==> config.mk <==
export PLATFORM = sky130hd
export DESIGN_NAME = tptu_timing_unit
export DESIGN_NICKNAME = d
export VERILOG_FILES = /design/src/inc/tptu_pkg.sv /design/src/hw/tptu_timing_unit.sv
export SDC_FILE = /design/constraint.sdc
export NUM_CORES = 1
export LEC_CHECK = 0
export ABC_AREA = 1
export BUFFER_PORTS_ARGS = -buffer_cell sky130_fd_sc_hd__buf_2
export CAP_MARGIN = 20
export CORE_UTILIZATION = 60
export DETAILED_ROUTE_END_ITERATION = 12
export MAX_ROUTING_LAYER = met4
export PLACE_DENSITY = 0.75
export SYNTH_ARGS = -nofsm -noshare
export SYNTH_HDL_FRONTEND = slang
export SYNTH_SLANG_ARGS = --single-unit
==> constraint.sdc <==
create_clock -name mclk -period 5 [get_ports mclk]
set_clock_uncertainty 0.05 [all_clocks]
set_input_delay 0.25 -clock mclk [delete_from_list [all_inputs] [get_ports mclk]]
set_output_delay 0.25 -clock mclk [all_outputs]
set_load 0.02 [all_outputs]
==> src/inc/tptu_pkg.sv <==
// Package for the three-phase PWM timing unit: register map, field positions, reset values and types.
// Assumes a single 100 MHz core clock and a plain strobe register port.
package tptu_pkg;

	// ******************************************************************
	// Register offsets
	// ******************************************************************
	localparam logic [3:0] OFF_CONTROL    = 4'h0;
	localparam logic [3:0] OFF_STATUS     = 4'h1;
	localparam logic [3:0] OFF_HALF_PER   = 4'h2;
	localparam logic [3:0] OFF_DEAD_TIME  = 4'h3;
	localparam logic [3:0] OFF_DUTY_A     = 4'h4;
	localparam logic [3:0] OFF_DUTY_B     = 4'h5;
	localparam logic [3:0] OFF_DUTY_C     = 4'h6;
	localparam logic [3:0] OFF_OUT_ENABLE = 4'h7;
	localparam logic [3:0] OFF_IRQ_STATUS = 4'h8;
	localparam logic [3:0] OFF_IRQ_MASK   = 4'h9;

	// ******************************************************************
	// Field positions and widths
	// ******************************************************************
	localparam int CTRL_DOUBLE_BIT = 2;
	localparam int STAT_HALF_BIT   = 0;
	localparam int STAT_RUN_BIT    = 1;
	localparam int IRQ_SYNC_BIT    = 0;
	localparam int IRQ_BITS        = 1;
	localparam int DEAD_W          = 10;
	localparam int OUT_EN_W        = 9;

	// ******************************************************************
	// Reset values
	// ******************************************************************
	localparam logic [15:0] RST_CONTROL    = 16'h0000;
	localparam logic [15:0] RST_HALF_PER   = 16'h0000;
	localparam logic [9:0]  RST_DEAD_TIME  = 10'h000;
	localparam logic [15:0] RST_DUTY       = 16'h0000;
	localparam logic [8:0]  RST_OUT_ENABLE = 9'h000;

	// ******************************************************************
	// Types
	// ******************************************************************
	// Values latched on each sync edge
	typedef struct packed {
		logic [15:0] half_period;
		logic [9:0]  dead_time;
		logic [15:0] duty_a;
		logic [15:0] duty_b;
		logic [15:0] duty_c;
	} tptu_timing_t;

	// Six active-low gate outputs
	typedef struct packed {
		logic [2:0] high_n;
		logic [2:0] low_n;
	} tptu_gates_t;

	// Timer phase: idle, start-up wait, count up, count down
	typedef enum logic [1:0] {
		ST_IDLE  = 2'b00,
		ST_FIRST = 2'b01,
		ST_UP    = 2'b10,
		ST_DOWN  = 2'b11
	} tptu_state_t;

endpackage

==> src/hw/tptu_timing_unit.sv <==
// Three-phase centre-based PWM timing unit with register port and sync interrupt.
// Assumes a single-master strobe port on mclk; output control stage lies outside.
// Behaviour
// - Control bit 2 selects double update mode
// - Single mode: one sync, loads timing values
// - Sync edge also latches output enable register
// - Double mode: extra mid-period sync, reloads values
// - Status bit 0 marks second half
// - Three 16-bit duty registers, read/write
// - Gate outputs are active low
// - Dead time moves both edges symmetrically
// - Single mode on-times: twice (duty minus dead)
// - On-times clamp between zero and period
// - Double mode halves use own values
// - Phases B and C match phase A
// - No PWM until period and duties written
// - Half-period write starts the main timer
// - First sync 1.5 half-periods after write
// - Double mode first sync after one half-period
// - Half-period register is 16 bits
// - Ten-bit dead time in two-clock steps; here each step moves each edge by one mclk cycle
//
// Chosen here: the strobed register port and the address map.
`timescale 1ns/1ps

module tptu_timing_unit (
	// Clock and reset
	input  wire logic                 mclk,
	input  wire logic                 srst,
	// Register port
	input  wire logic [3:0]           reg_addr,
	input  wire logic [15:0]          reg_wdata,
	input  wire logic                 reg_wr,
	input  wire logic                 reg_rd,
	output logic      [15:0]          reg_rdata,
	// Gate outputs, active low
	output tptu_pkg::tptu_gates_t     gates,
	// Period sync pulse and latched output enables
	output logic                      period_sync_pulse,
	output logic      [8:0]           out_enable_latched,
	// Interrupt
	output logic                      irq
);

	// ******************************************************************
	// Software registers
	// ******************************************************************
	logic [15:0]               control_reg;
	logic [15:0]               half_period_reg;
	logic [9:0]                dead_time_reg;
	logic [15:0]               duty_reg [3];
	logic [8:0]                out_enable_reg;
	logic [3:0]                written_reg;
	logic [0:0]                irq_status_reg;
	logic [0:0]                irq_mask_reg;
	tptu_pkg::tptu_timing_t    act_reg;
	tptu_pkg::tptu_state_t     state_reg;
	tptu_pkg::tptu_state_t     state_next;
	logic [16:0]               cnt_reg;
	logic [16:0]               cnt_next;
	logic                      half_reg;
	logic                      sync_reg;
	logic [15:0]               rdata_next;

	// Decodes of the write strobe
	wire wr_ctrl = reg_wr && (reg_addr == tptu_pkg::OFF_CONTROL);
	wire wr_half = reg_wr && (reg_addr == tptu_pkg::OFF_HALF_PER);
	wire wr_dead = reg_wr && (reg_addr == tptu_pkg::OFF_DEAD_TIME);
	wire wr_da   = reg_wr && (reg_addr == tptu_pkg::OFF_DUTY_A);
	wire wr_db   = reg_wr && (reg_addr == tptu_pkg::OFF_DUTY_B);
	wire wr_dc   = reg_wr && (reg_addr == tptu_pkg::OFF_DUTY_C);
	wire wr_oen  = reg_wr && (reg_addr == tptu_pkg::OFF_OUT_ENABLE);
	wire wr_ist  = reg_wr && (reg_addr == tptu_pkg::OFF_IRQ_STATUS);
	wire wr_imsk = reg_wr && (reg_addr == tptu_pkg::OFF_IRQ_MASK);

	wire double_mode = control_reg[tptu_pkg::CTRL_DOUBLE_BIT];
	wire all_written = &written_reg;
	wire running     = (state_reg == tptu_pkg::ST_UP) || (state_reg == tptu_pkg::ST_DOWN);

	// Snapshot of current software values, taken on every sync edge
	tptu_pkg::tptu_timing_t shadow;
	assign shadow = '{half_period: half_period_reg, dead_time: dead_time_reg,
	                  duty_a: duty_reg[0], duty_b: duty_reg[1], duty_c: duty_reg[2]};

	// ******************************************************************
	// Register writes
	// ******************************************************************
	// Configuration storage
	always_ff @(posedge mclk) begin
		if (srst) begin
			control_reg     <= tptu_pkg::RST_CONTROL;
			half_period_reg <= tptu_pkg::RST_HALF_PER;
			dead_time_reg   <= tptu_pkg::RST_DEAD_TIME;
			out_enable_reg  <= tptu_pkg::RST_OUT_ENABLE;
			irq_mask_reg    <= '0;
			for (int i = 0; i < 3; i++) begin
				duty_reg[i] <= tptu_pkg::RST_DUTY;
			end
		end else begin
			if (wr_ctrl) control_reg <= reg_wdata;
			if (wr_half) half_period_reg <= reg_wdata;
			if (wr_dead) dead_time_reg <= reg_wdata[9:0];
			if (wr_da) duty_reg[0] <= reg_wdata;
			if (wr_db) duty_reg[1] <= reg_wdata;
			if (wr_dc) duty_reg[2] <= reg_wdata;
			if (wr_oen) out_enable_reg <= reg_wdata[8:0];
			if (wr_imsk) irq_mask_reg <= reg_wdata[0:0];
		end
	end

	// Written-once flags; cleared only by reset
	always_ff @(posedge mclk) begin
		if (srst) begin
			written_reg <= 4'h0;
		end else begin
			written_reg <= written_reg | {wr_dc, wr_db, wr_da, wr_half};
		end
	end

	// ******************************************************************
	// Main timer
	// ******************************************************************
	// Start-up waits one half period (double) or 1.5 (single) after the period
	// write, then the counter runs 0..hp-1 up and hp-1..0 down; the bottom turn-around
	// is a sync edge, the top one only in double mode. Both halves see the same count values, so on-times stay even.
	wire [16:0] hp17       = {1'b0, act_reg.half_period};
	wire [16:0] hp_cur17   = {1'b0, half_period_reg};
	wire [16:0] first_goal = double_mode ? hp_cur17 : (hp_cur17 + {2'b00, half_period_reg[15:1]});
	wire        first_done = (cnt_reg + 17'h00001 >= first_goal) && all_written;
	wire        mid_edge   = (state_reg == tptu_pkg::ST_UP) && (cnt_reg + 17'h00001 >= hp17);
	wire        end_edge   = (state_reg == tptu_pkg::ST_DOWN) && (cnt_reg == 17'h00000);
	wire        start_edge = ((state_reg == tptu_pkg::ST_FIRST) && first_done) || end_edge;
	wire        sync_now   = start_edge || (mid_edge && double_mode);

	// Next state of the timer
	always_comb begin
		state_next = state_reg;
		cnt_next   = cnt_reg;
		case (state_reg)
			tptu_pkg::ST_IDLE: begin
				if (wr_half) begin
					state_next = tptu_pkg::ST_FIRST;
					cnt_next   = 17'h00000;
				end
			end
			tptu_pkg::ST_FIRST: begin
				cnt_next = cnt_reg + 17'h00001;
				if (first_done) begin
					state_next = tptu_pkg::ST_UP;
					cnt_next   = 17'h00000;
				end
			end
			tptu_pkg::ST_UP: begin
				cnt_next = cnt_reg + 17'h00001;
				if (mid_edge) begin
					state_next = tptu_pkg::ST_DOWN;
					cnt_next   = (double_mode ? hp_cur17 : hp17) - 17'h00001;
				end
			end
			tptu_pkg::ST_DOWN: begin
				cnt_next = cnt_reg - 17'h00001;
				if (end_edge) begin
					state_next = tptu_pkg::ST_UP;
					cnt_next   = 17'h00000;
				end
			end
			default: begin
				state_next = tptu_pkg::ST_IDLE;
				cnt_next   = 17'h00000;
			end
		endcase
	end

	// Timer state and latched timing set
	always_ff @(posedge mclk) begin
		if (srst) begin
			state_reg <= tptu_pkg::ST_IDLE;
			cnt_reg   <= 17'h00000;
			act_reg   <= '0;
		end else begin
			state_reg <= state_next;
			cnt_reg   <= cnt_next;
			if (sync_now) act_reg <= shadow;
		end
	end

	// Sync pulse, half flag and enable latch; one cycle per sync edge
	always_ff @(posedge mclk) begin
		if (srst) begin
			sync_reg           <= 1'b0;
			half_reg           <= 1'b0;
			out_enable_latched <= tptu_pkg::RST_OUT_ENABLE;
		end else begin
			sync_reg <= sync_now;
			if (start_edge) half_reg <= 1'b0;
			else if (mid_edge) half_reg <= 1'b1;
			if (sync_now) out_enable_latched <= out_enable_reg;
		end
	end
	assign period_sync_pulse = sync_reg;

	// ******************************************************************
	// Compare and dead time
	// ******************************************************************
	// Up/down count makes compares symmetric, so a single threshold per side
	// moves both edges by the dead time: high on while cnt < duty-dead,
	// low on while cnt >= duty+dead. Clamping falls out of the compares.
	function automatic logic [1:0] phase_gates(input logic [16:0] cnt, input logic [15:0] duty,
	                                            input logic [9:0] dead);
		logic [17:0] hi_th;
		logic [17:0] lo_th;
		hi_th = {2'b00, duty} - {8'h00, dead};
		lo_th = {2'b00, duty} + {8'h00, dead};
		phase_gates[1] = !(hi_th[17] == 1'b0 && {1'b0, cnt} < hi_th);
		phase_gates[0] = !({1'b0, cnt} >= lo_th);
	endfunction

	logic [1:0] pg [3];
	assign pg[0] = phase_gates(cnt_reg, act_reg.duty_a, act_reg.dead_time);
	assign pg[1] = phase_gates(cnt_reg, act_reg.duty_b, act_reg.dead_time);
	assign pg[2] = phase_gates(cnt_reg, act_reg.duty_c, act_reg.dead_time);

	// Registered gates; off (high) until the timer runs
	always_ff @(posedge mclk) begin
		if (srst) begin
			gates <= '1;
		end else begin
			for (int i = 0; i < 3; i++) begin
				gates.high_n[i] <= running ? pg[i][1] : 1'b1;
				gates.low_n[i]  <= running ? pg[i][0] : 1'b1;
			end
		end
	end

	// ******************************************************************
	// Interrupt and read-back
	// ******************************************************************
	// Set wins over a write-one clear in the same cycle
	always_ff @(posedge mclk) begin
		if (srst) begin
			irq_status_reg <= '0;
		end else begin
			irq_status_reg <= (irq_status_reg & ~(wr_ist ? reg_wdata[0:0] : 1'b0)) | sync_now;
		end
	end
	assign irq = |(irq_status_reg & irq_mask_reg);

	// Read multiplexer; unmapped addresses read zero
	always_comb begin
		case (reg_addr)
			tptu_pkg::OFF_CONTROL:    rdata_next = control_reg;
			tptu_pkg::OFF_STATUS:     rdata_next = {14'h0000, running, half_reg};
			tptu_pkg::OFF_HALF_PER:   rdata_next = half_period_reg;
			tptu_pkg::OFF_DEAD_TIME:  rdata_next = {6'h00, dead_time_reg};
			tptu_pkg::OFF_DUTY_A:     rdata_next = duty_reg[0];
			tptu_pkg::OFF_DUTY_B:     rdata_next = duty_reg[1];
			tptu_pkg::OFF_DUTY_C:     rdata_next = duty_reg[2];
			tptu_pkg::OFF_OUT_ENABLE: rdata_next = {7'h00, out_enable_reg};
			tptu_pkg::OFF_IRQ_STATUS: rdata_next = {15'h0000, irq_status_reg};
			tptu_pkg::OFF_IRQ_MASK:   rdata_next = {15'h0000, irq_mask_reg};
			default:                  rdata_next = 16'h0000;
		endcase
	end

	// Read data valid the cycle after the strobe only
	always_ff @(posedge mclk) begin
		if (srst) reg_rdata <= 16'h0000;
		else reg_rdata <= reg_rd ? rdata_next : 16'h0000;
	end
endmodule

After elaboration in Yosys (flattened, before gate mapping)

Memory sizes are Yosys's and may differ from the RTL's.
Index checks and enable logic that the tools add are counted.

Logic and storage cells: 130
Output and inout bits: 33
Register bits after elaboration: 183
Memories kept: 1
Bits in writable memories: 48
Input port bits: 24

$lt $le $gt $ge: 8
$add $sub $neg: 10
Bitwise logic cells: 13
Equality and inequality tests: 16
Reduce and logical (&&, ||, !) cells: 34
Multiplexer cells: 28

Memory list:

| memory   | words | width | read ports | clocked after Yosys merged registers in | write ports | line                   | RTL |
|---|---|---|---|---|---|---|---|
| duty_reg | 3     | 16    | 3          | 0                                       | 3           | tptu_timing_unit.sv:51 | `logic [15:0] duty_reg [3];` |

Operators with widths:

| operator                                            | number |
|---|---|
| one-hot mux 16 bit (10 select lines)                | 1 |
| two-way mux 17 bit                                  | 5 |
| >= comparator 17 bit                                | 4 |
| one-hot mux 17 bit (4 select lines)                 | 1 |
| two-way mux 16 bit                                  | 4 |
| less-than comparator 17 x 18 -> 1 bit               | 3 |
| adder 16 x 10 -> 17 bit                             | 3 |
| subtractor 16 x 10 -> 17 bit                        | 3 |
| adder 16 x 15 -> 17 bit                             | 1 |
| adder 17 x 1 -> 17 bit (second input constant)      | 1 |
| >= comparator 17 x 16 -> 1 bit                      | 1 |
| logical AND 1 bit                                   | 17 |
| zero test 17 bit                                    | 1 |
| subtractor 16 x 1 -> 17 bit (second input constant) | 1 |
| subtractor 17 x 1 -> 17 bit (second input constant) | 1 |
| == test 4 x 3 -> 1 bit (second input constant)      | 4 |
| two-way mux 1 bit                                   | 12 |
| == test 4 x 2 -> 1 bit (second input constant)      | 2 |
| == test 4 bit (second input constant)               | 2 |
| two-way mux 2 bit                                   | 4 |
| inequality test 2 bit (second input constant)       | 4 |
| one-hot mux 2 bit (4 select lines)                  | 1 |
| AND reduction 4 bit                                 | 2 |
| zero test 1 bit                                     | 6 |
| 11 further kinds                                    | 25 |

Longest topological paths before layout

Gate-level depths: netlist of run 1.

Depth in word-level cells: 8
Mapped depth: 28
Mapped depth without buffers: 27

Worst setup path before layout of run 1

No wires, ideal clock.

Path type: reg-to-reg
Start: register half_period_reg[1]
End: register act_reg[67] in the netlist's numbering
Setup slack: 1.420 ns
Setup time: 0.115 ns
Required time: 4.835 ns
Cell stages (with the launch flop): 27
Clock period less this slack: 3.580 ns
Buffers on the path: 2
Arrival: 3.415 ns
Cells stage by stage: dfxtp_1 ha_1 fa_1 nand2_1 inv_1 o21ai_0 nand2_1 nand3_1 nand4_1 nand3_1 nand2_1 xor2_1 o21ai_0 inv_1 ha_1 nand2_1 nor2_1 and2_1 nand4_1 nand4_1 nand3_1 o21ai_2 inv_2 buf_2 buf_2 a21oi_1 nor2_1

Word-level cells in the longest chain between the ends: 7

Ends and longest elaborated chain:

| item                     | line                    | RTL |
|---|---|---|
| start: declaration       | tptu_timing_unit.sv:49  | `logic [15:0] half_period_reg;` |
| start signal: assignment | tptu_timing_unit.sv:92  | `half_period_reg <= tptu_pkg::RST_HALF_PER;` |
| start signal: assignment | tptu_timing_unit.sv:101 | `if (wr_half) half_period_reg <= reg_wdata;` |
| adder 16 x 15 -> 17 bit  | tptu_timing_unit.sv:128 | `wire [16:0] first_goal = double_mode ? hp_cur17 : (hp_cur17 + {2'b00, half_period_reg[15:1]});` |
| two-way mux 17 bit (*)   | tptu_timing_unit.sv:128 |  |
| >= comparator 17 bit (*) | tptu_timing_unit.sv:129 | `wire first_done = (cnt_reg + 17'h00001 >= first_goal) && all_written;` |
| logical AND 1 bit (*)    | tptu_timing_unit.sv:129 |  |
| logical AND 1 bit (*)    | tptu_timing_unit.sv:132 | `wire start_edge = ((state_reg == tptu_pkg::ST_FIRST) && first_done) \|\| end_edge;` |
| logical OR 1 bit (*)     | tptu_timing_unit.sv:132 |  |
| logical OR 1 bit (*)     | tptu_timing_unit.sv:133 | `wire sync_now = start_edge \|\| (mid_edge && double_mode);` |
| end signal: assignment   | tptu_timing_unit.sv:183 | `if (sync_now) act_reg <= shadow;` |
| end: declaration         | tptu_timing_unit.sv:56  | `tptu_pkg::tptu_timing_t act_reg;` |

Every way passes the cells marked *; elsewhere a longest branch is shown, timed or not.
A chain may end at the register's enable or synchronous reset.

Worst setup path in the final report of run 1

Start: register cnt_reg[3]
End: register act_reg[47] (netlist name)

Word-level cells in the longest chain between the ends: 6
Elaborated cells on any way between the ends: 11
Classes of those cells: 1 x add/sub; 2 x order compare; 8 x reduce/logical

Ends and longest elaborated chain:

| item                     | line                                             | RTL |
|---|---|---|
| start: declaration       | tptu_timing_unit.sv:59                           | `logic [16:0] cnt_reg;` |
| start signal: assignment | tptu_timing_unit.sv:182                          | `cnt_reg <= cnt_next;` |
| adder 17 x 1 -> 17 bit   | tptu_timing_unit.sv:129, tptu_timing_unit.sv:130 |  |
| >= comparator 17 bit     | tptu_timing_unit.sv:129                          |  |
| logical AND 1 bit        | tptu_timing_unit.sv:129                          |  |
| logical AND 1 bit        | tptu_timing_unit.sv:132                          |  |
| logical OR 1 bit         | tptu_timing_unit.sv:132                          |  |
| logical OR 1 bit (*)     | tptu_timing_unit.sv:133                          |  |

Marks and branches as above.

==> results of run 1 <==
[critical path, cell delays in order, from the launching register on]
cell,delay (ns)
dfxtp_1,0.75
inv_1,0.18
nor2_1,0.21
nand2_1,0.14
nor2_1,0.11
nand4_1,0.12
nor2_1,0.24
xor2_1,0.50
ha_1,0.20
nand2_1,0.05
inv_1,0.07
nand4_1,0.10
o21bai_1,0.25
a21oi_2,0.09
a21oi_2,0.27
nand2_4,0.37
buf_12,0.34
a21oi_1,0.26
nor2_1,0.08
[layer usage]
metal | wire (µm) | GRT usage, % | part of all wire (%) | up-vias
met3 | 4880 | 4.31 | 8.7 | 120
met4 | 2140 | 12.7 | 3.8 | 0
met2 | 24200 | 55.8 | 43 | 784
met5 | 0 | - | 0 | -
met1 | 25000 | 52.5 | 44 | 7984
li1 | - | - | - | 8368
[cell usage after synthesis, drive strengths merged (34+ instances only)]
master and number:
xor2 108, dfxtp 183, nand3b 50, nor3 34, nand2 461, nor2 253
a21oi 267, clkbuf 57, edfxtp 48, nand4 48, ha 208, o21ai 132
nand3 148, buf 49, inv 325
[area by class of cell]
type                            instances  area (µm²)  area share [%]
Tap cell                              384         480            2.50
Sequential cell                       231        5100            26.6
Inverter                              327        1230            6.42
Clock buffer                           31         658            3.43
Clock inverter                         15         111           0.580
Timing Repair Buffer                   96         636            3.31
Multi-Input combinational cell       1839       11000            57.2
[timing repair]
item,in CTS,in global routing
endpoints found under the hold margin,12,0
endpoints found under the setup margin,0,0
hold buffers,7,0
resized for setup,0,0
[report_power, final]
group | internal, µW | switching, µW | total, µW
clock network | 987 | 797 | 1780
registers | 1940 | 34.1 | 1980
logic | 71.8 | 187 | 259
[metrics by stage]
step / instances / cell area, µm²
after floorplan: 2503 / 17800
after CTS: 2923 / 19200
after global routing: 2923 / 19200
after global placement: 2870 / 18400
after detailed placement: 2870 / 18400
final: 2923 / 19200
[cell families (layout without fill, tap and decap cells)]
group	count (synthesis)	after routing	share of synthesized area [%]
DFF	231	231	28.6
AOI/OAI and AO/OA	493	493	15.3
and+or+nand+nor	1013	1013	24.9
buffers and inverters	433	469	9.95
xor gates and xnor gates	118	118	5.79
adders and majority gates	215	215	15.4
[path summary, 6_finish.rpt]
check / startpoint / to / slack [ns] / cells after the start
setup / recovery: cnt_reg[3] / act_reg[47] / 0.49 / 18
hold / removal: reg_wdata[2] / out_enable_reg[2] / 0.02 / 3
setup reg to reg: cnt_reg[3] / act_reg[47] / 0.49 / 18
hold reg to reg: control_reg[11] / control_reg[11] / 0.40 / 2
==> results.md, run 1 <==
* Io pins at 57
* H-Tree Depth at 1
* Initial antenna violation count at 0
* Actual slew at the worst max-slew pin at 0.939 ns
* Synth top area share at 20.5%
* Power, Total at 4020 µW
* Synth Net Count at 2,742
* Most common cell after layout, fill and taps aside: nand2_1
* Area of the mapped netlist at 17,800 µm²
* DRC at 0
* Layout cell share with drive strength beyond 1 at 6.10%
* Vias in the first global route at 15,478
* Vias post-DR at 17,256
* # setup viols final at 0
* Pwr dens at 209 nW/µm²
* Worst-Skew Late Latency at 0.56 ns
* Pleak at 0.00958 µW
* Setup TNS Final at 0 ns
* Critical Path AT at 4.91 ns
* Fin. Hold Viols at 0
* Postcts setup bufs at 0
* First DRT Iteration DRCs at roughly 1,700
* Nets at 2,759
* Pre-CTS WS at slightly above 0.6 ns
* Drt wl/cell at 19.2 µm
* CTS Buffer Depth at 3
* Synth Instances at 2,503
* Die area at 30,400 µm²
* Max FO, Critical Path at 53
* GRT Residual Overflow at 0
* Largest net degree at the start of global routing at 58
* RD Place Congestion at 1.03
* Final worst-path cycle share at 90.3%
* HP Class: in -> reg
* Detailed Route WL at about 56 mm
* Root buffer cell: clkbuf_16
* Largest cells by area after synthesis: dfxtp_1 21%, ha_1 15%, nand2_1 9.6%
* Antenna Nets Post-Route at 0
* Synth unique cells at 55
* Async S/R FF share, synth at 0%
* CP Data Required Time at between 5 and 6 ns
* Clock buffers created by TritonCTS at 25
* Final Critical Period at about 4.5 ns
* Most frequent cells in the layout: 456 x nand2_1, 319 x inv_1, 265 x a21oi_1
* 1st-pass router iterations at 6
* Run status: completed
* Max-cap viol count at 0
* Reg clk slew, reported paths at 0.06 ns
* Max IR drop VDD at 0.311 mV
* Ys Warns at 0
* Critical path class: reg -> reg
* Post-synth EDFFs at between 40 and 50
* Avg Cell Area, Syn at 7.13 µm²
* Port buffer count at 56
* Hold slack final at ~0.017 ns
* Most used DFF post-synth: dfxtp_1
* GRT Total Usage at a little under two fifths
* Worst Setup End Kind: flip-flop
* RSZ-0062 raised after global routing: false
* Setup ws final at 0.486 ns
* Final Max Tran Viols at 0
* Post-Route Utilization at 66.2%
* Startpoint Class: flip-flop
* Global-route wire length before repair at 86.1 mm
* CTS sink count at between 200 and 250
* Die width at 174 µm
* Synth-to-Final Area Change at 7.55%
* Core area at 29,000 µm²
* Starting Density at 61.5%
* CTS tree: done
* Slew headroom at 36.7%
* Largest register FFs at 74
* Hpwl dp at around 43 mm
* Fill cells at 2,551
* Die Y at 174 µm
* Std-Cell Rows at 62
* Synth area leader: dfxtp_1
* Max Freq at approximately 220 MHz
* Sequential share of the synthesized area at 28.6%
* Yosys reg bits at 231
* Antenna diode count at 0
* Via density at approximately 5.9
Note: power is estimated with default switching activity, not from simulation.
==> run 2: changes to the inputs <==
==> constraint.sdc (replaced) <==
create_clock -name mclk -period 5 [get_ports mclk]
set_clock_uncertainty 0.05 [all_clocks]
set_input_delay 0.5 -clock mclk [delete_from_list [all_inputs] [get_ports mclk]]
set_output_delay 0.5 -clock mclk [all_outputs]
set_load 0.02 [all_outputs]
==> results.md, run 2 (synthesis gave the netlist of run 1 again) <==
* Max IR drop VDD at 0.309 mV (-0.49%)
* Setup TNS Final at 0 ns (unchanged)
* Most frequent cells in the layout: 456 x nand2_1, 319 x inv_1, 265 x a21oi_1
* Setup ws final at 0.645 ns (+0.158 ns)
* Crit path buffers/inverters at 4 (+1)
* Die width at 174 µm (unchanged)
* Final worst-path cycle share at 87.1% (-3.2 points)
* Pleak at 0.00961 µW (+0.37%)
* Fin. Hold Viols at 0 (unchanged)
* Io pins at 57 (unchanged)
* Actual slew at the worst max-slew pin at 0.982 ns (+0.0431 ns)
* Critical path class: reg -> reg
* Post-Route Utilization at 66.4% (+0.23 points)
* First DRT Iteration DRCs at 1,593 (-6.6%)
* CTS sink count at 231 (unchanged)
* Std-Cell Rows at 62 (unchanged)
* RD Place Congestion at 0.997 (-3.6%)
* CTS Buffer Depth at 3 (unchanged)
* Design area at 19,300 µm² (+0.35%)
* Slowest CP cell: dfxtp_1
* Root buffer cell: clkbuf_16
* Pwr dens at 221 nW/µm² (+5.5%)
* Detailed Route WL at 55.9 mm (-0.65%)
* HP Class: in -> reg
* H-Tree Depth at 1 (unchanged)
* Worst-Skew Late Latency at 0.54 ns (-0.02 ns)
* Postcts setup bufs at 0 (unchanged)
* Global-route wire length before repair at 85.7 mm (-0.56%)
* Layout cell share with drive strength beyond 1 at 6.21% (+0.11 points)
* CP delay by family, top: simple AND/OR/NAND/NOR gates
* Via density at 5.92 (+0.34%)
* Hpwl dp at 43.0 mm (-0.68%)
* CTS tree: done
* Resized Gates After CTS at 0 (unchanged)
* Reg clk slew, reported paths at 0.06 ns (about the same)
* Worst path max stage delay at 0.83 ns (+0.08 ns)
* Cell Area, Placed at 18,300 µm² (about the same)
* Max Freq at 230 MHz (+3.6%)
* Startpoint Class: flip-flop
* GRT Residual Overflow at 0 (unchanged)
* Final Critical Period at 4.36 ns (-0.159 ns)
* Initial antenna violation count at 1 (+1)
* RSZ-0062 raised after global routing: false
* Worst Setup End Kind: flip-flop
* Largest register FFs at 74 (unchanged)
* Synth-to-Final Area Change at 7.92%
* Largest net degree at the start of global routing at 85 (+47%)
* Max FO, Critical Path at 31 (-42%)
* Hold_buf cts at 0 (-7)
* R2r startpoint: cnt_reg[6]
* Hold Crit Start: reg_rd
* Vias in the first global route at 15,796 (+2.1%)
* Starting Density at 61.5% (unchanged)
* Run status: completed
* Most common cell after layout, fill and taps aside: nand2_1
* Final Max Tran Viols at 0 (unchanged)
* Critical Path AT at 4.74 ns (-0.17 ns)
* # setup viols final at 0 (unchanged)
* Antenna Nets Post-Route at 0 (unchanged)
* Core area at 29,000 µm² (unchanged)
* DRC at 0 (unchanged)
* GRT Total Usage at 37.2% (-0.30 points)
* Max-cap viol count at 0 (unchanged)
* Crit path from: cnt_reg[6]
* Clock buffers created by TritonCTS at 25 (unchanged)
* 1st-pass router iterations at 6 (unchanged)
* Port buffer count at 56 (unchanged)
* Nets at 2,748 (-0.40%)
* CP cell instances: inv_2, nor2_4, nand2_2, nor2_4, nand3_1, nor2_1, xor2_1, inv_1, ha_1, nand2_1, nor2_1, inv_1, nor2_1, nand2_1, nand2_1, nand2_1, nand2_1, nand2_1, a21oi_2, nand2_4, buf_4, a21oi_1, nor2_1
* Die area at 30,400 µm² (unchanged)
* CP Data Required Time at 5.38 ns (-0.02 ns)
* Pre-CTS WS at 0.772 ns (+0.152 ns)
* Die Y at 174 µm (unchanged)
* Drt wl/cell at 19.2 µm (-0.31%)
* Vias post-DR at 17,256 (unchanged)
* Slew headroom at 34.3% (-2.4 points)
* Most frequent CP cell: nand2_1
* Fill cells at 2,623 (+2.8%)
[run 2: changes by cell type in the layout (fill, tap and decap cells not counted), sizes merged]
cell         change
dlygate4sd3      -7
clkbuf           +3
bufinv           +2
diode            +1
buf              -4
clkinv           -5
[run 2: path summary, 6_finish.rpt]
kind | endpoint | slack, ns | cells past startpoint
hold reg to reg | control_reg[10] | 0.40 | 2
setup reg to reg | act_reg[4] | 0.64 | 23
hold / removal | reg_rdata[0] | 0.14 | 3
setup / recovery | act_reg[4] | 0.64 | 23
[run 2: cell type report]
type / instances / area, µm² / share of cell area, %
clock buffer: 34 / 742 / 3.85
clock inverter: 12 / 166 / 0.864
tap: 384 / 480 / 2.49
multi-input combinational: 1839 / 11000 / 57.0
antenna: 1 / 2.50 / 0.0130
inverter: 327 / 1230 / 6.40
timing repair buffer: 85 / 561 / 2.91
sequential: 231 / 5100 / 26.5
[run 2: worst register-to-register path, cell delays in order (launching register included)]
cell	delay [ns]
dfxtp_1	0.83
inv_2	0.17
nor2_4	0.16
nand2_2	0.07
nor2_4	0.15
nand3_1	0.14
nor2_1	0.18
xor2_1	0.17
inv_1	0.13
ha_1	0.32
nand2_1	0.07
nor2_1	0.14
inv_1	0.05
nor2_1	0.16
nand2_1	0.07
nand2_1	0.07
nand2_1	0.05
nand2_1	0.05
nand2_1	0.11
a21oi_2	0.23
nand2_4	0.26
buf_4	0.34
a21oi_1	0.23
nor2_1	0.07
[run 2: power breakdown]
group          internal, µW  switching (µW)  total [µW]
Combinational          67.5             185         253
Sequential             1940            34.2        1980
Clock                  1210             818        2020
Total                  3220            1040        4250
[run 2: stage by stage]
step | std cells | total power (µW) | hold slack [ns]
finish | 2913 | 4250 | 0.137
detailed placement | 2866 | 2260 | 0.389
global route | 2913 | 4350 | 0.160
global placement | 2866 | 2260 | 0.383
CTS | 2912 | 4250 | 0.130
floorplan | 2503 | 2160 | 0.373
[run 2: layer usage]
metal  share of wire (%)  vias to the layer above  global-route usage, %  routed length [µm]
li1                    -                     8369                      -                   -
met1                  44                     7930                   51.5               24500
met2                  42                      835                   54.7               23700
met3                 9.2                      122                   4.20                5140
met4                 4.5                        0                   15.7                2530
met5                   0                        -                      -                   0
==> run 3: changes to the inputs <==
--- a/config.mk
+++ b/config.mk
@@ -8,10 +8,12 @@
 export ABC_AREA = 1
 export BUFFER_PORTS_ARGS = -buffer_cell sky130_fd_sc_hd__buf_2
 export CAP_MARGIN = 20
-export CORE_UTILIZATION = 60
+export CELL_PAD_IN_SITES_DETAIL_PLACEMENT = 0
+export CELL_PAD_IN_SITES_GLOBAL_PLACEMENT = 1
+export CORE_UTILIZATION = 47
 export DETAILED_ROUTE_END_ITERATION = 12
 export MAX_ROUTING_LAYER = met4
-export PLACE_DENSITY = 0.75
+export PLACE_DENSITY = 0.8
 export SYNTH_ARGS = -nofsm -noshare
 export SYNTH_HDL_FRONTEND = slang
 export SYNTH_SLANG_ARGS = --single-unit
==> results.md, run 3 (synthesis gave the netlist of run 1 again) <==
* Critical path class: reg -> reg
* Run status: completed
* Fin. Hold Viols at 0 (unchanged)
* GRT Total Usage at 30.6% (-6.5 points)
* Final Max Tran Viols at 0 (unchanged)
* Worst path max stage delay at 0.42 ns (-0.41 ns)
* Most frequent CP cell: nand2_1
* Initial antenna violation count at 0 (-1)
* First DRT Iteration DRCs at 1,444 (-9.4%)
* HP Class: in -> reg
* Root buffer cell: clkbuf_16
* DRC at 0 (unchanged)
* Die area at 38,700 µm² (+27%)
* Worst-Skew Late Latency at 0.57 ns (+0.03 ns)
* Via density at 5.54 (-6.4%)
* Reg clk slew, reported paths at 0.06 ns (about the same)
* GRT Residual Overflow at 0 (unchanged)
* RD Place Congestion at 0.920 (-7.7%)
* Layout cell share with drive strength beyond 1 at 6.53% (+0.32 points)
* Antenna Nets Post-Route at 0 (unchanged)
* Pwr dens at 213 nW/µm² (-3.8%)
* Max IR drop VDD at 0.256 mV (-17%)
* Hpwl dp at 44.8 mm (+4.3%)
* Postcts setup bufs at 0 (unchanged)
* Clock buffers created by TritonCTS at 27 (+8.0%)
* Starting Density at 47.6% (-14 points)
* Global-route wire length before repair at 88.9 mm (+3.8%)
* Std-Cell Rows at 71 (+15%)
* Resized Gates After CTS at 0 (unchanged)
* Worst Setup End Kind: flip-flop
* Largest net degree at the start of global routing at 84 (-1.2%)
* Most common cell after layout, fill and taps aside: nand2_1
* CTS sink count at 231 (unchanged)
* Io pins at 57 (unchanged)
* Setup TNS Final at 0 ns (unchanged)
* Critical Path AT at 4.82 ns (+0.08 ns)
* Die Y at 197 µm (+13%)
* Most frequent cells in the layout: 456 x nand2_1, 319 x inv_1, 265 x a21oi_1
* Max FO, Critical Path at 56 (+81%)
* Max Freq at 226 MHz (-1.6%)
* 1st-pass router iterations at 6 (unchanged)
* Detailed Route WL at 58.3 mm (+4.3%)
* GRT busiest layer: met2
* RSZ-0062 raised after global routing: false
* Met1 Use GR at 43.3% (-8.1 points)
* Startpoint Class: flip-flop
* CTS Buffer Depth at 3 (unchanged)
* Slowest CP cell: inv_4
* Largest register FFs at 74 (unchanged)
* Actual slew at the worst max-slew pin at 0.980 ns (-0.00154 ns)
* Drt wl/cell at 19.1 µm (-0.47%)
* Core area at 37,500 µm² (+29%)
* Slew headroom at 34.4% (+0.10 points)
* Port buffer count at 56 (unchanged)
* CP Data Required Time at 5.40 ns (+0.02 ns)
* Max-cap viol count at 0 (unchanged)
* Hold_buf cts at 0 (unchanged)
* H-Tree Depth at 1 (unchanged)
* Met3 Use GR at 3.17% (-1.0 points)
* Vias in the first global route at 15,527 (-1.7%)
* Pleak at 0.00963 µW (+0.22%)
* Final worst-path cycle share at 88.6% (+1.4 points)
* Final Critical Period at 4.43 ns (+0.0725 ns)
* GRT met2 Usage at 45.7% (-9.0 points)
* Die width at 197 µm (+13%)
* CTS tree: done
* Nets at 2,760 (+0.44%)
* Cell Area, Placed at 18,600 µm² (+1.1%)
* # setup viols final at 0 (unchanged)
* Vias post-DR at 16,922 (-1.9%)
* Synth-to-Final Area Change at 8.69%
* Design area at 19,400 µm² (+0.71%)
* Antenna diode count at 0 (-1)
## run 3: layout make-up
cell class | count | area (µm²)
multi-input cells | 1839 | 11000
fillers | 3800 | 18100
well taps | 511 | 639
inverters | 327 | 1230
flip-flops and latches | 231 | 5100
clock buffers | 32 | 704
repair buffers | 95 | 611
clock inverters | 18 | 134
## run 3: per-stage QoR
stage	power (µW)	setup slack [ns]	utilization (%)	hold WS [ns]	std cells
detailed placement	2260	0.681	49.5	0.388	3003
global route	4250	0.135	51.7	0.166	3053
floorplan	2160	1.42	-	0.373	2503
finish	4120	0.572	51.7	0.134	3053
global placement	2260	0.778	49.5	0.384	3003
CTS	4140	0.632	51.7	0.121	3053
## run 3: metal layers
layer	share of wire, %	vias to the layer above
met3	6.4	68
met1	48	7904
met5	0	-
li1	-	8396
met4	3.1	0
met2	43	554
## run 3: final timing paths
| path | startpoint | endpoint | slack [ns] | cells past startpoint |
|---|---|---|---|---|
| worst max-delay path | half_period_reg[1] | act_reg[53] | 0.57 | 25 |
| worst max register to register | half_period_reg[1] | act_reg[53] | 0.57 | 25 |
| worst min-delay path | reg_rd | reg_rdata[0] | 0.13 | 3 |
| worst min register to register | control_reg[7] | control_reg[7] | 0.39 | 2 |
## run 3: worst max-delay path, delay by kind of cell, from the launching register on
| kind | cells | cell delay, ns |
|---|---|---|
| AND/OR/NAND/NOR | 10 | 1.04 |
| AO/OA/AOI/OAI | 7 | 0.97 |
| adder cells (fa/ha/maj) | 3 | 0.94 |
| buffers and inverters | 5 | 0.87 |
| flip-flops | 1 | 0.38 |
## run 3: report_power, final
group	leakage [µW]	internal, µW	switching [µW]
Combinational	0.00728	67.5	185
Sequential	0.00194	1940	33.1
Clock	0.000414	1060	831
Total	0.00963	3070	1050
